### config.mk
export PLATFORM = sky130hd
export DESIGN_NAME = sdram_mode_burst_activate
export DESIGN_NICKNAME = d
export VERILOG_FILES = /design/src/sdram_burst_pkg.sv /design/src/sdram_mode_burst_activate.sv
export SDC_FILE = /design/constraint.sdc
export NUM_CORES = 1
export LEC_CHECK = 0
export BUFFER_PORTS_ARGS = -buffer_cell sky130_fd_sc_hd__buf_2
export CORE_ASPECT_RATIO = 0.8
export CORE_MARGIN = 4
export CORE_UTILIZATION = 60
export CTS_BUF_LIST = sky130_fd_sc_hd__clkbuf_4 sky130_fd_sc_hd__clkbuf_8
export DETAILED_ROUTE_END_ITERATION = 8
export PLACE_DENSITY = 0.94
export SLEW_MARGIN = 20
export SYNTH_ARGS = -nofsm -noshare
export SYNTH_HDL_FRONTEND = slang
export SYNTH_SLANG_ARGS = --single-unit
### constraint.sdc
create_clock -name clk_sys -period 4.1 [get_ports clk_sys]
set_input_delay 0.82 -clock clk_sys [delete_from_list [all_inputs] [get_ports clk_sys]]
set_output_delay 0.82 -clock clk_sys [all_outputs]
set_load 0.1 [all_outputs]
### src/sdram_burst_pkg.sv
package sdram_burst_pkg;
   // ----------------------------------------
   // sizes
   // ----------------------------------------
   localparam int COL_W = 9;
   localparam int ROW_W = 12;
   localparam int BANK_W = 2;
   localparam int NUM_BANKS = 4;
   localparam int MODE_W = 12;
   localparam int REG_AW = 4;
   localparam int REG_DW = 32;
   localparam int PIN_W = 18;

   // ----------------------------------------
   // mode register layout
   // ----------------------------------------
   localparam int MR_BL_LSB = 0;
   localparam int MR_BL_W = 3;
   localparam int MR_ORDER_BIT = 3;
   localparam int MR_LAT_LSB = 4;
   localparam int MR_LAT_W = 3;
   localparam int MR_OPM_LOW = 7;
   localparam int MR_OPM_HIGH = 8;
   localparam int MR_WSA_BIT = 9;
   localparam logic [MODE_W-1:0] MODE_RESET = 12'h000;
   localparam logic [2:0] BL_CODE_1 = 3'h0;
   localparam logic [2:0] BL_CODE_2 = 3'h1;
   localparam logic [2:0] BL_CODE_4 = 3'h2;
   localparam logic [2:0] BL_CODE_8 = 3'h3;
   localparam logic [2:0] BL_CODE_FULL = 3'h7;
   localparam logic [2:0] LAT_CODE_2 = 3'h2;
   localparam logic [COL_W-1:0] MASK_1 = 9'h000;
   localparam logic [COL_W-1:0] MASK_2 = 9'h001;
   localparam logic [COL_W-1:0] MASK_4 = 9'h003;
   localparam logic [COL_W-1:0] MASK_8 = 9'h007;
   localparam logic [COL_W-1:0] MASK_PAGE = 9'h1ff;
   localparam int AP_BIT = 10;

   // ----------------------------------------
   // register port map
   // ----------------------------------------
   localparam logic [REG_AW-1:0] REG_MODE = 4'h0;
   localparam logic [REG_AW-1:0] REG_BANKS = 4'h4;
   localparam logic [REG_AW-1:0] REG_BURST = 4'h8;
   localparam int STAT_ACTIVE_BIT = 4;
   localparam int STAT_BANK_LSB = 16;

   // ----------------------------------------
   // command decode
   // ----------------------------------------
   typedef enum logic [2:0] {
      CMD_NOP, CMD_ACTIVE, CMD_READ, CMD_WRITE, CMD_PRECHARGE,
      CMD_TERMINATE, CMD_LOAD_MODE, CMD_REFRESH
   } cmd_e;

   function automatic cmd_e cmd_decode(input logic cs_n, ras_n, cas_n, we_n);
      if (cs_n) return CMD_NOP;
      case ({ras_n, cas_n, we_n})
         3'h3: return CMD_ACTIVE;
         3'h5: return CMD_READ;
         3'h4: return CMD_WRITE;
         3'h2: return CMD_PRECHARGE;
         3'h6: return CMD_TERMINATE;
         3'h0: return CMD_LOAD_MODE;
         3'h1: return CMD_REFRESH;
         default: return CMD_NOP;
      endcase
   endfunction : cmd_decode
endpackage : sdram_burst_pkg

### src/sdram_mode_burst_activate.sv
// Chosen here: the address map and strobed register access.
`timescale 1ns/1ps
module sdram_mode_burst_activate
   import sdram_burst_pkg::*;
(
   // clock and reset
   input wire logic clk_sys,
   input wire logic resetn,
   // command pins from the controller
   input wire logic cs_n,
   input wire logic ras_n,
   input wire logic cas_n,
   input wire logic we_n,
   input wire logic [BANK_W-1:0] bank_select_lines,
   input wire logic [ROW_W-1:0] addr,
   // register port
   input wire logic [REG_AW-1:0] reg_addr,
   input wire logic [REG_DW-1:0] reg_wdata,
   input wire logic reg_wr,
   input wire logic reg_rd,
   output logic [REG_DW-1:0] reg_rdata,
   // array access stream
   output logic access_valid,
   output logic access_write,
   output logic [BANK_W-1:0] access_bank,
   output logic [ROW_W-1:0] access_row,
   output logic [COL_W-1:0] access_col,
   // read data timing
   output logic dq_drive_en,
   output logic dq_data_valid,
   output logic [COL_W-1:0] dq_col,
   // status
   output logic mode_normal
);

   // ----------------------------------------
   // helpers
   // ----------------------------------------
   // column of beat idx inside the block picked by mask
   function automatic logic [COL_W-1:0] burst_col(input logic [COL_W-1:0] start,
         input logic [COL_W-1:0] idx, input logic [COL_W-1:0] mask, input logic il);
      logic [COL_W-1:0] off;
      off = il ? (start ^ idx) : COL_W'(start + idx);
      return (start & ~mask) | (off & mask);
   endfunction : burst_col

   // offset mask from burst code; reserved codes act as single access
   function automatic logic [COL_W-1:0] len_mask(input logic [2:0] code, input logic single);
      if (single) return MASK_1;
      case (code)
         BL_CODE_2: return MASK_2;
         BL_CODE_4: return MASK_4;
         BL_CODE_8: return MASK_8;
         BL_CODE_FULL: return MASK_PAGE;
         default: return MASK_1;
      endcase
   endfunction : len_mask

   // ----------------------------------------
   // pin synchroniser
   // ----------------------------------------
   logic [PIN_W-1:0] pin_meta;
   logic [PIN_W-1:0] pin_sync;

   // two stages, only the second is decoded
   always_ff @(posedge clk_sys or negedge resetn) begin
      if (!resetn) begin
         pin_meta <= {1'b1, 3'h7, 14'h0000};
         pin_sync <= {1'b1, 3'h7, 14'h0000};
      end else begin
         pin_meta <= {cs_n, ras_n, cas_n, we_n, bank_select_lines, addr};
         pin_sync <= pin_meta;
      end
   end

   cmd_e cmd;
   logic [BANK_W-1:0] cmd_bank;
   logic [ROW_W-1:0] cmd_addr;
   assign cmd = cmd_decode(pin_sync[17], pin_sync[16], pin_sync[15], pin_sync[14]);
   assign cmd_bank = pin_sync[13:12];
   assign cmd_addr = pin_sync[11:0];

   // ----------------------------------------
   // mode register
   // ----------------------------------------
   logic [MODE_W-1:0] mode;
   logic [2:0] bl_code;
   logic order_il;
   logic lat3;
   logic wr_single;
   assign bl_code = mode[MR_BL_LSB +: MR_BL_W];
   assign order_il = mode[MR_ORDER_BIT];
   assign lat3 = mode[MR_LAT_LSB +: MR_LAT_W] != LAT_CODE_2;
   assign wr_single = mode[MR_WSA_BIT];
   assign mode_normal = !mode[MR_OPM_LOW] && !mode[MR_OPM_HIGH];

   // a pin load wins over a same-cycle software write
   always_ff @(posedge clk_sys or negedge resetn) begin
      if (!resetn) begin
         mode <= MODE_RESET;
      end else if (cmd == CMD_LOAD_MODE) begin
         mode <= cmd_addr;
      end else if (reg_wr && reg_addr == REG_MODE) begin
         mode <= reg_wdata[MODE_W-1:0];
      end
   end

   // ----------------------------------------
   // bank and row tracking
   // ----------------------------------------
   logic [NUM_BANKS-1:0] bank_open;
   logic [ROW_W-1:0] bank_row [NUM_BANKS];

   // activate records the row, precharge closes one bank or all
   always_ff @(posedge clk_sys or negedge resetn) begin
      if (!resetn) begin
         bank_open <= '0;
         for (int b = 0; b < NUM_BANKS; b++) begin
            bank_row[b] <= '0;
         end
      end else if (cmd == CMD_ACTIVE) begin
         bank_open[cmd_bank] <= 1'b1;
         bank_row[cmd_bank] <= cmd_addr;
      end else if (cmd == CMD_PRECHARGE) begin
         if (cmd_addr[AP_BIT]) begin
            bank_open <= '0;
         end else begin
            bank_open[cmd_bank] <= 1'b0;
         end
      end
   end

   // ----------------------------------------
   // burst address generator
   // ----------------------------------------
   logic col_go;
   logic col_wr;
   logic [COL_W-1:0] go_mask;
   logic burst_active;
   logic burst_il;
   logic burst_full;
   logic [COL_W-1:0] burst_start;
   logic [COL_W-1:0] burst_mask;
   logic [COL_W-1:0] burst_idx;
   logic acc_first;

   // column commands need normal mode and an open row; others are dropped
   assign col_go = (cmd == CMD_READ || cmd == CMD_WRITE) && mode_normal
                   && bank_open[cmd_bank];
   assign col_wr = cmd == CMD_WRITE;
   assign go_mask = len_mask(bl_code, col_wr && wr_single);

   // a new column command truncates any burst in flight
   always_ff @(posedge clk_sys or negedge resetn) begin
      if (!resetn) begin
         burst_active <= 1'b0;
         burst_il <= 1'b0;
         burst_full <= 1'b0;
         burst_start <= '0;
         burst_mask <= '0;
         burst_idx <= '0;
         access_valid <= 1'b0;
         access_write <= 1'b0;
         access_bank <= '0;
         access_row <= '0;
         access_col <= '0;
         acc_first <= 1'b0;
      end else if (col_go) begin
         burst_start <= cmd_addr[COL_W-1:0];
         burst_mask <= go_mask;
         burst_full <= go_mask == MASK_PAGE;
         burst_il <= order_il && go_mask != MASK_PAGE;
         burst_idx <= 9'h001;
         burst_active <= go_mask != MASK_1;
         access_valid <= 1'b1;
         access_write <= col_wr;
         access_bank <= cmd_bank;
         access_row <= bank_row[cmd_bank];
         access_col <= cmd_addr[COL_W-1:0];
         acc_first <= 1'b1;
      end else if (burst_active && cmd != CMD_TERMINATE && !(cmd == CMD_PRECHARGE
                   && (cmd_addr[AP_BIT] || cmd_bank == access_bank))) begin
         access_col <= burst_col(burst_start, burst_idx, burst_mask,
               burst_il);
         burst_idx <= COL_W'(burst_idx + 9'h001);
         burst_active <= burst_full || burst_idx != burst_mask;
         acc_first <= 1'b0;
      end else begin
         burst_active <= 1'b0;
         access_valid <= 1'b0;
         acc_first <= 1'b0;
      end
   end

   // ----------------------------------------
   // read latency pipe
   // ----------------------------------------
   logic acc_rd;
   logic rd_pipe;
   logic [COL_W-1:0] rd_pipe_col;
   assign acc_rd = access_valid && !access_write;

   // beat 0 reaches the data stage at edge n+m
   always_ff @(posedge clk_sys or negedge resetn) begin
      if (!resetn) begin
         rd_pipe <= 1'b0;
         rd_pipe_col <= '0;
         dq_data_valid <= 1'b0;
         dq_col <= '0;
      end else begin
         rd_pipe <= acc_rd;
         rd_pipe_col <= access_col;
         dq_data_valid <= lat3 ? rd_pipe : acc_rd;
         dq_col <= lat3 ? rd_pipe_col : access_col;
      end
   end

   // drive one cycle ahead of valid data and hold through the last beat
   assign dq_drive_en = (lat3 ? rd_pipe : acc_rd) || dq_data_valid;

   // ----------------------------------------
   // register port
   // ----------------------------------------
   // unmapped addresses read zero; data only in the cycle after the strobe
   always_ff @(posedge clk_sys or negedge resetn) begin
      if (!resetn) begin
         reg_rdata <= '0;
      end else if (reg_rd) begin
         case (reg_addr)
            REG_MODE: reg_rdata <= REG_DW'(mode);
            REG_BANKS: reg_rdata <= REG_DW'({burst_active, bank_open});
            REG_BURST: reg_rdata <= REG_DW'({access_bank, 7'h00, access_col});
            default: reg_rdata <= '0;
         endcase
      end else begin
         reg_rdata <= '0;
      end
   end
endmodule : sdram_mode_burst_activate

==> flow_metrics.env, run 1 <==
export IMPL_place_inst=868
export IMPL_drive_above_1_share_pct=29.5
export IMPL_post_dp_cell_area_um2=8270
export IMPL_yosysWarnings=0
export IMPL_design_area_um2=8680
export IMPL_clkTransAtPathRegs_ps=90
export IMPL_floorplan_die_width_um=135
export IMPL_ctsResizeCount=0
export IMPL_ys_ff_latch=184
export IMPL_synth_common_cells="dfrtp_1, nand2_1, mux2_2"
export IMPL_worstSetupPathType="reg -> out"
export IMPL_fin_crit_ps=3180
export IMPL_dieArea_um2=14800
export IMPL_start_util_pct=62.5
export IMPL_n_fill_cell=848
export IMPL_insertion_delay_ps=460
export IMPL_syn_inst=632
export IMPL_skew_ps=11.2
export IMPL_ctsHoldBuffers=0
export IMPL_worstPathArrival_ps=2360
export IMPL_cts_tree="done"
export IMPL_hpwlAfterDp_um=11500
export IMPL_finalCritPeriodShare_pct=77.6
export IMPL_coreArea_um2=12400
export IMPL_r2r_setup_slack_ps=1530
export IMPL_htreeDepth=4
export IMPL_yosysSeqAreaShare_pct=59.6
export IMPL_grt_overflow_total=0
export IMPL_numClockSinks=184
export IMPL_hold_end="pin_sync[13]$_DFF_PN0_"
export IMPL_multi_input_area_um2=2900
export IMPL_status="finished, final reports clean"
export IMPL_fin_cells=901
export IMPL_grt_pass1_vias=5288
export IMPL_tns_ps=0
export IMPL_drt_initial_drc_count=459
export IMPL_finalMaxSlewViolations=0
export IMPL_dr_pass1_iters=5
export IMPL_synth_most_common_cell="dfrtp_1"
export IMPL_yosysTopAreaCell="dfrtp_1"
export IMPL_ir_drop_mv=0.531
export IMPL_chipHeight_um=110
export IMPL_cp_end_kind="output port"
export IMPL_whs_path_depth=0
export IMPL_diodes=0
export IMPL_cap_violations=0
export IMPL_syn_area_um2=7750
export IMPL_power_density_nw_per_um2=624
export IMPL_r2r_end="access_col[8]$_DFFE_PN0P_"
export IMPL_rows=36
export IMPL_leakage_nw=4.29
export IMPL_antenna_found_initial=0
export IMPL_cts_buffers=17
export IMPL_finalSetupViolations=0
export IMPL_clock_fmax_mhz=314
export IMPL_grt_start_max_net_pins=80
export IMPL_wl_per_cell_um=18.3
export IMPL_hold_ws_ps=348
export IMPL_place_ws_ps=1400
export IMPL_ys_types=49
export IMPL_vias=5142
export IMPL_port_buffers=88
export IMPL_p_total_mw=5.42
export IMPL_ys_top_cells_by_area="dfrtp_1, mux2_2, nand2_1"
export IMPL_slew_headroom_pct=41.2
export IMPL_postRouteAntennaNets=0
export IMPL_finalHoldViolCount=0
export IMPL_cts_buffer_depth=2
export IMPL_drcViolationCount=0
export IMPL_reg2reg_from="pin_sync[13]$_DFF_PN0_"
export IMPL_fin_nets=785
export IMPL_syn_area_per_cell_um2=12.3
export IMPL_clockRootBuffer="clkbuf_8"
export IMPL_track_usage_pct=23.8
export IMPL_critPathRequiredTime_ps=3280
export IMPL_cts_setup_buffers=0
export IMPL_final_setup_worst_slack_ps=920
export IMPL_path_max_fanout=3
export IMPL_gp_congestion=0.879
export IMPL_fin_util_pct=70.1
export IMPL_rr_worst_depth=6
export IMPL_synth_edf_count=0
export IMPL_viasPerCell=5.71
export IMPL_register_area_um2=4610
export IMPL_ios=127
export IMPL_rsz0062_at_grt="no"
export IMPL_syn_to_final_growth_pct=12.1
export IMPL_drt_total_wl_um=16500
export IMPL_async_flop_share_pct=100
export IMPL_tightest_slew_ps=881
export IMPL_hold_path_class="reg -> reg"
export IMPL_grt_pass1_wl_um=26700
export IMPL_min_from="pin_meta[13]$_DFF_PN0_"
export IMPL_cp_start_kind="register"
export IMPL_synth_flop_cell="dfrtp_1"
export IMPL_synth_top_area_share_pct=56.9
cell families (layout without fill, tap and decap cells):
kind of cell	count (synthesis)	in the layout	share of synthesized area, %
AO/OA/AOI/OAI	73	73	5.35
XOR/XNOR	19	19	2.15
adder cells (fa/ha/maj)	10	10	1.71
buffers and inverters	55	136	3.99
flip-flops	184	184	59.6
multiplexers	101	101	16.1
other	1	18	0.0484
AND/OR/NAND/NOR	189	189	11.1
placed cells by master, fill, tap and decap left out, types with 2 or more instances in the layout:
cell type and count:
inv_1 7, clkinv_2 3, nand3_1 10, nor2b_1 4, a21oi_1 22, nand3b_1 3, dfstp_2 8, nor4_1 3
clkbuf_8 18, nand2_1 99, nor3_1 2, nor3b_1 2, dfrtp_1 176, and4_1 4, nand2b_1 3, nand4_1 3
and3_1 6, conb_1 18, o21ai_0 37, inv_6 3, clkinvlp_4 2, mux2i_1 29, a31oi_1 4, xnor2_1 10
ha_1 9, o22ai_1 2, nor2_1 41, mux4_2 13, buf_2 87, buf_4 7, bufinv_16 2, xor2_1 9
clkinv_4 2, mux2_2 59
critical path, stage by stage, from the launching register on:
cell     delay [ps]
dfrtp_1         410
nor3b_1         520
mux2_2          410
or2_2           270
buf_2           290
how the worst max path moves through the flow:
stage	end	start	slack (ps)
2_1_floorplan	dq_drive_en	access_write$_DFFE_PN0P_	1450
3_3_place_gp	dq_drive_en	mode[4]$_DFFE_PN0P_	1420
3_5_place_dp	dq_drive_en	mode[4]$_DFFE_PN0P_	1400
4_1_cts	dq_drive_en	mode[4]$_DFFE_PN0P_	900
5_1_grt	dq_drive_en	mode[4]$_DFFE_PN0P_	890
6_report	dq_drive_en	mode[4]$_DFFE_PN0P_	920
layer usage:
layer	wire (um)	GRT usage, %	share of wire, %	up-vias
li1	-	-	-	2304
met1	6630	30.4	40	2579
met4	380	7.55	2.3	0
met2	8380	40.5	51	220
met3	1130	6.22	6.8	39
met5	0	0	0	-
power breakdown:
group          internal, mW  total [mW]  switching, mW
sequential             2.16        2.46          0.301
clock                 0.572        1.21          0.634
combinational         0.446        1.75           1.31
flip-flops by register name, summed over array words and instances (netlist names), 2 cells and up:
register and flops:
access_bank 2, access_col 9, access_row 12, bank_open 4, bank_row 48, burst_idx 9, burst_mask 4, burst_start 9
dq_col 9, mode 12, pin_meta 18, pin_sync 18, rd_pipe_col 9, reg_rdata 14
cell type report:
class	count	area share, %
sequential	184	53.1
inverter	7	0.303
clock buffer	19	2.94
multi-input combinational	410	33.3
timing repair buffer	97	6.15
clock inverter	13	1.67
tap	171	2.46
No activity file was read; power rests on OpenSTA's default activity.
==> inputs of run 2 (changes only) <==
Settings changed: CORE_UTILIZATION 60 to 58, PLACE_DENSITY 0.94 to 0.92.
Clock period 4.1 ns to 3.3 ns, I/O delays scaled along.
==> run 2 against run 1 <==
Effect of this change: register-to-register slack got worse by 660 ps; sequential power increased by 24%; first-iteration DRC count increased by 14%; clock-buffer cell count increased by 1; die area increased by 3.2%; routed wire length increased by 1.0%; utilization decreased by 3.2 points; hold slack got worse by 170 ps; critical path type unchanged; critical endpoint unchanged; highest routed layer unchanged.
==> flow_metrics.env, run 2 (synthesized netlist as in run 1, its figures left out) <==
export IMPL_grt_start_max_net_pins=67
export IMPL_finalCritPeriodShare_pct=90.1
export IMPL_antenna_found_initial=0
export IMPL_worstPathArrival_ps=2310
export IMPL_floorplan_die_width_um=137
export IMPL_cts_setup_buffers=0
export IMPL_cp_start_kind="register"
export IMPL_drcViolationCount=0
export IMPL_grt_pass1_vias=5256
export IMPL_p_int_mw=3.82
export IMPL_top_register="bank_row"
export IMPL_ios=127
export IMPL_crit_chain="nor3b_1 -> mux2_2 -> or2_2 -> buf_2"
export IMPL_cts_tree="done"
export IMPL_cp_num_buf_inv=1
export IMPL_swShare_pct=42.5
export IMPL_drt_initial_drc_count=525
export IMPL_track_usage_pct=23.0
export IMPL_layout_common_cells="dfrtp_1, nand2_1, buf_2"
export IMPL_fin_crit_ps=2970
export IMPL_coreArea_um2=13000
export IMPL_register_area_um2=4610
export IMPL_numClockSinks=184
export IMPL_power_density_nw_per_um2=766
export IMPL_vias=5158
export IMPL_viasPerCell=5.68
export IMPL_dr_pass1_iters=5
export IMPL_max_stage_delay_ps=490
export IMPL_syn_to_final_growth_pct=12.0
export IMPL_grt_overflow_total=0
export IMPL_drive_above_1_share_pct=29.7
export IMPL_critPathTopFamily="simple AND/OR/NAND/NOR gates"
export IMPL_slew_headroom_pct=50.4
export IMPL_clkTransAtPathRegs_ps=90
export IMPL_p_seq_share_pct=45.7
export IMPL_cap_violations=0
export IMPL_clockRootBuffer="clkbuf_8"
export IMPL_reg_top3="bank_row (48), pin_meta (18), pin_sync (18)"
export IMPL_dieArea_um2=15300
export IMPL_ctsHoldBuffers=0
export IMPL_largest_reg_flops=48
export IMPL_tightest_slew_ps=744
export IMPL_gp_congestion=0.862
export IMPL_multi_input_area_um2=2900
export IMPL_rows=37
export IMPL_tns_ps=0
export IMPL_finalHoldViolCount=0
export IMPL_cp_end_kind="output port"
export IMPL_slowest_stage="nor3b_1"
export IMPL_start_util_pct=59.8
export IMPL_cts_buffers=17
export IMPL_place_inst=876
export IMPL_switchingPower_mw=2.83
export IMPL_drt_total_wl_um=16700
export IMPL_fin_nets=788
export IMPL_diodes=0
export IMPL_fin_cells=908
export IMPL_insertion_delay_ps=460
export IMPL_port_buffers=88
export IMPL_leakage_nw=4.29
export IMPL_worstSetupPathType="reg -> out"
export IMPL_pwr_share_comb_pct=33.0
export IMPL_path_max_fanout=3
export IMPL_chipHeight_um=111
export IMPL_final_common_cell="dfrtp_1"
export IMPL_n_fill_cell=923
export IMPL_critPathRequiredTime_ps=2640
export IMPL_ctsResizeCount=0
export IMPL_rsz0062_at_grt="no"
export IMPL_postRouteAntennaNets=0
export IMPL_hold_path_class="in -> async"
export IMPL_clock_fmax_mhz=336
export IMPL_skew_ps=15.0
export IMPL_hpwlAfterDp_um=11700
export IMPL_clockPowerShare_pct=21.4
export IMPL_htreeDepth=4
export IMPL_cts_buffer_depth=2
export IMPL_finalMaxSlewViolations=0
export IMPL_status="finished, final reports clean"
export IMPL_ir_drop_mv=0.551
export IMPL_finalSetupViolations=0
export IMPL_wl_per_cell_um=18.4
export IMPL_grt_pass1_wl_um=27100
-- run 2: cell types whose count changed in the layout (fill, tap and decap cells not counted), sizes merged --
cell    change
clkinv      -1
clkbuf      +1
bufinv      -2
inv         +2
buf         +3
-- run 2: power groups by stage --
stage               logic, mW  registers (mW)  clock network (mW)
global route             2.32            3.09                1.53
global placement         2.13            3.03                   0
finish                   2.19            3.04                1.42
detailed placement       2.19            3.07                   0
CTS                      2.20            3.03                1.44
floorplan               0.831            3.96                   0
-- run 2: per-layer routing --
layer	global-route usage, %	routed length (um)	up-vias
met4	7.51	252	0
met2	36.8	8400	204
li1	-	-	2317
met5	0	0	-
met3	4.52	1250	23
met1	31.9	6780	2614
-- run 2: area by class of cell --
cell class | count | share of cell area, %
well taps | 175 | 2.52
repair buffers | 100 | 6.33
flip-flops and latches | 184 | 53.2
multi-input cells | 410 | 33.4
inverters | 7 | 0.303
clock inverters | 12 | 1.28
clock buffers | 20 | 3.03
-- run 2: worst reg2reg max path: stages (launching register included) --
cell and delay (ps):
dfrtp_1 480, ha_1 270, fa_1 390, a211oi_1 290
nor4b_1 130, a41oi_1 270, xnor2_1 220, a41o_1 230
o21ai_1 60
-- run 2: worst paths after layout --
path / from / endpoint / slack [ps] / depth (start not counted)
min in group clk_sys: cs_n / pin_meta[17]$_DFF_PN1_ / 280 / 1
max: mode[4]$_DFFE_PN0P_ / dq_drive_en / 330 / 4
min reg2reg: pin_meta[8]$_DFF_PN0_ / pin_sync[8]$_DFF_PN0_ / 360 / 0
min: resetn / dq_col[1]$_DFF_PN0_ / 180 / 1
max in group asynchronous: resetn / bank_row[7]$_DFFE_PN0P_ / 2210 / 2
max reg2reg: burst_idx[0]$_DFFE_PN0P_ / access_col[8]$_DFFE_PN0P_ / 870 / 8
-- run 2: per-stage QoR --
step	total power [mW]	setup slack, ps	util [%]	hold slack [ps]	cell area [um^2]
after CTS	6.67	261	66.9	195	8680
after global placement	5.16	787	64.1	331	8300
after global routing	6.95	190	66.9	202	8680
after detailed placement	5.27	774	64.1	336	8300
after floorplan	4.79	814	-	331	7810
final	6.65	328	66.9	182	8680
==> inputs of run 3 (changes only) <==
--- a/constraint.sdc
+++ b/constraint.sdc
@@ -3,2 +3,2 @@
 set_output_delay 0.66 -clock clk_sys [all_outputs]
-set_load 0.1 [all_outputs]
+set_load 0.05 [all_outputs]
==> run 3 against run 2 <==
Effect of this change: setup slack worse by 22 ps; sequential power barely moved; die area is the same; non-clock buffer count is 1 lower; critical path depth unchanged; power shrank 8.2%; utilization about the same; largest cell class unchanged.
==> flow_metrics.env, run 3 (synthesized netlist as in run 1, its figures left out) <==
export IMPL_tns_ps=0
export IMPL_antenna_found_initial=0
export IMPL_viasPerCell=5.65
export IMPL_floorplan_die_width_um=137
export IMPL_insertion_delay_ps=470
export IMPL_cts_buffers=17
export IMPL_chipHeight_um=111
export IMPL_hold_path_class="in -> async"
export IMPL_gp_congestion=0.849
export IMPL_cts_setup_buffers=0
export IMPL_cp_start_kind="register"
export IMPL_diodes=0
export IMPL_finalHoldViolCount=0
export IMPL_port_buffers=88
export IMPL_path_max_fanout=3
export IMPL_ios=127
export IMPL_worstPathArrival_ps=2330
export IMPL_max_stage_delay_ps=570
export IMPL_leakage_nw=4.29
export IMPL_drcViolationCount=0
export IMPL_skew_ps=10.8
export IMPL_cp_end_kind="output port"
export IMPL_syn_to_final_growth_pct=12.0
export IMPL_htreeDepth=4
export IMPL_drt_initial_drc_count=356
export IMPL_layout_common_cells="dfrtp_1, nand2_1, buf_2"
export IMPL_dieArea_um2=15300
export IMPL_grt_start_max_net_pins=83
export IMPL_clock_fmax_mhz=334
export IMPL_n_fill_cell=930
export IMPL_tightest_slew_ps=764
export IMPL_hpwlAfterDp_um=11900
export IMPL_ctsResizeCount=0
export IMPL_track_usage_pct=23.4
export IMPL_critPathRequiredTime_ps=2640
export IMPL_rows=37
export IMPL_finalSetupViolations=0
export IMPL_finalCritPeriodShare_pct=90.8
export IMPL_fin_util_pct=66.9
export IMPL_dr_pass1_iters=5
export IMPL_grt_overflow_total=0
export IMPL_finalMaxSlewViolations=0
export IMPL_reg_top3="bank_row (48), pin_meta (18), pin_sync (18)"
export IMPL_vias=5123
export IMPL_postRouteAntennaNets=0
export IMPL_drt_total_wl_um=16900
export IMPL_drive_above_1_share_pct=29.5
export IMPL_place_inst=875
export IMPL_grt_pass1_vias=5402
export IMPL_place_ws_ps=820
export IMPL_status="finished, final reports clean"
export IMPL_slowest_stage="nor3b_1"
export IMPL_fin_nets=787
export IMPL_slew_headroom_pct=49.1
export IMPL_final_setup_worst_slack_ps=305
export IMPL_clkTransAtPathRegs_ps=90
export IMPL_ir_drop_mv=0.511
export IMPL_worstSetupPathType="reg -> out"
export IMPL_cts_buffer_depth=2
export IMPL_largest_reg_flops=48
export IMPL_rsz0062_at_grt="no"
export IMPL_grt_pass1_wl_um=27800
export IMPL_coreArea_um2=13000
export IMPL_wl_per_cell_um=18.7
export IMPL_final_common_cell="dfrtp_1"
export IMPL_p_total_mw=6.10
export IMPL_clockRootBuffer="clkbuf_8"
export IMPL_ctsHoldBuffers=0
export IMPL_fin_crit_ps=2990
export IMPL_numClockSinks=184
export IMPL_cap_violations=0
export IMPL_top_register="bank_row"
export IMPL_start_util_pct=59.8
export IMPL_power_density_nw_per_um2=704
export IMPL_fin_cells=906
export IMPL_crit_chain="nor3b_1 -> mux2_2 -> or2_2 -> buf_2"
export IMPL_cts_tree="done"
run 3: cell count changes in the layout (fill, tap and decap cells not counted), sizes merged:
cell	previous run	this run
buf	100	99
bufinv	0	1
clkinvlp	2	1
inv	13	12
run 3: metrics by stage:
stage,cell area [um^2],hold slack [ps]
final,8670,226
after global routing,8670,253
after CTS,8670,254
after detailed placement,8300,335
after global placement,8300,331
after floorplan,7810,331
run 3: worst paths after layout:
check	slack (ps)	cells after the start	from	endpoint
worst max-delay path	310	4	mode[4]$_DFFE_PN0P_	dq_drive_en
worst min-delay path	230	1	resetn	burst_idx[0]$_DFFE_PN0P_
worst max register to register	710	8	burst_idx[0]$_DFFE_PN0P_	access_col[8]$_DFFE_PN0P_
worst min register to register	360	0	pin_meta[10]$_DFF_PN0_	pin_sync[10]$_DFF_PN0_
max in group asynchronous	2200	2	resetn	pin_meta[9]$_DFF_PN0_
min in group clk_sys	280	1	cs_n	pin_meta[17]$_DFF_PN1_
run 3: cell type report:
class | instances | area (um^2) | area share [%]
clock buffers | 20 | 263 | 3.03
flip-flops and latches | 184 | 4610 | 53.2
multi-input cells | 410 | 2900 | 33.4
inverters | 7 | 26.3 | 0.303
clock inverters | 11 | 114 | 1.31
repair buffers | 99 | 542 | 6.25
well taps | 175 | 219 | 2.52
run 3: where the power goes:
part	leakage [nW]	switching (mW)	internal [mW]
clock	0.195	0.811	0.646
sequential	2.35	0.368	2.68
combinational	1.74	1.04	0.557
run 3: critical path, delay by kind of cell, from the launching register on:
kind	cells	cell delay, ps
flip-flops	1	410
AND/OR/NAND/NOR	2	830
multiplexers	1	420
buffers and inverters	1	210
run 3: metal layers:
metal	routed length, um	track usage (%)
met5	0	0
met4	273	7.51
met3	1160	5.51
met2	8570	38.3
met1	6910	31.3
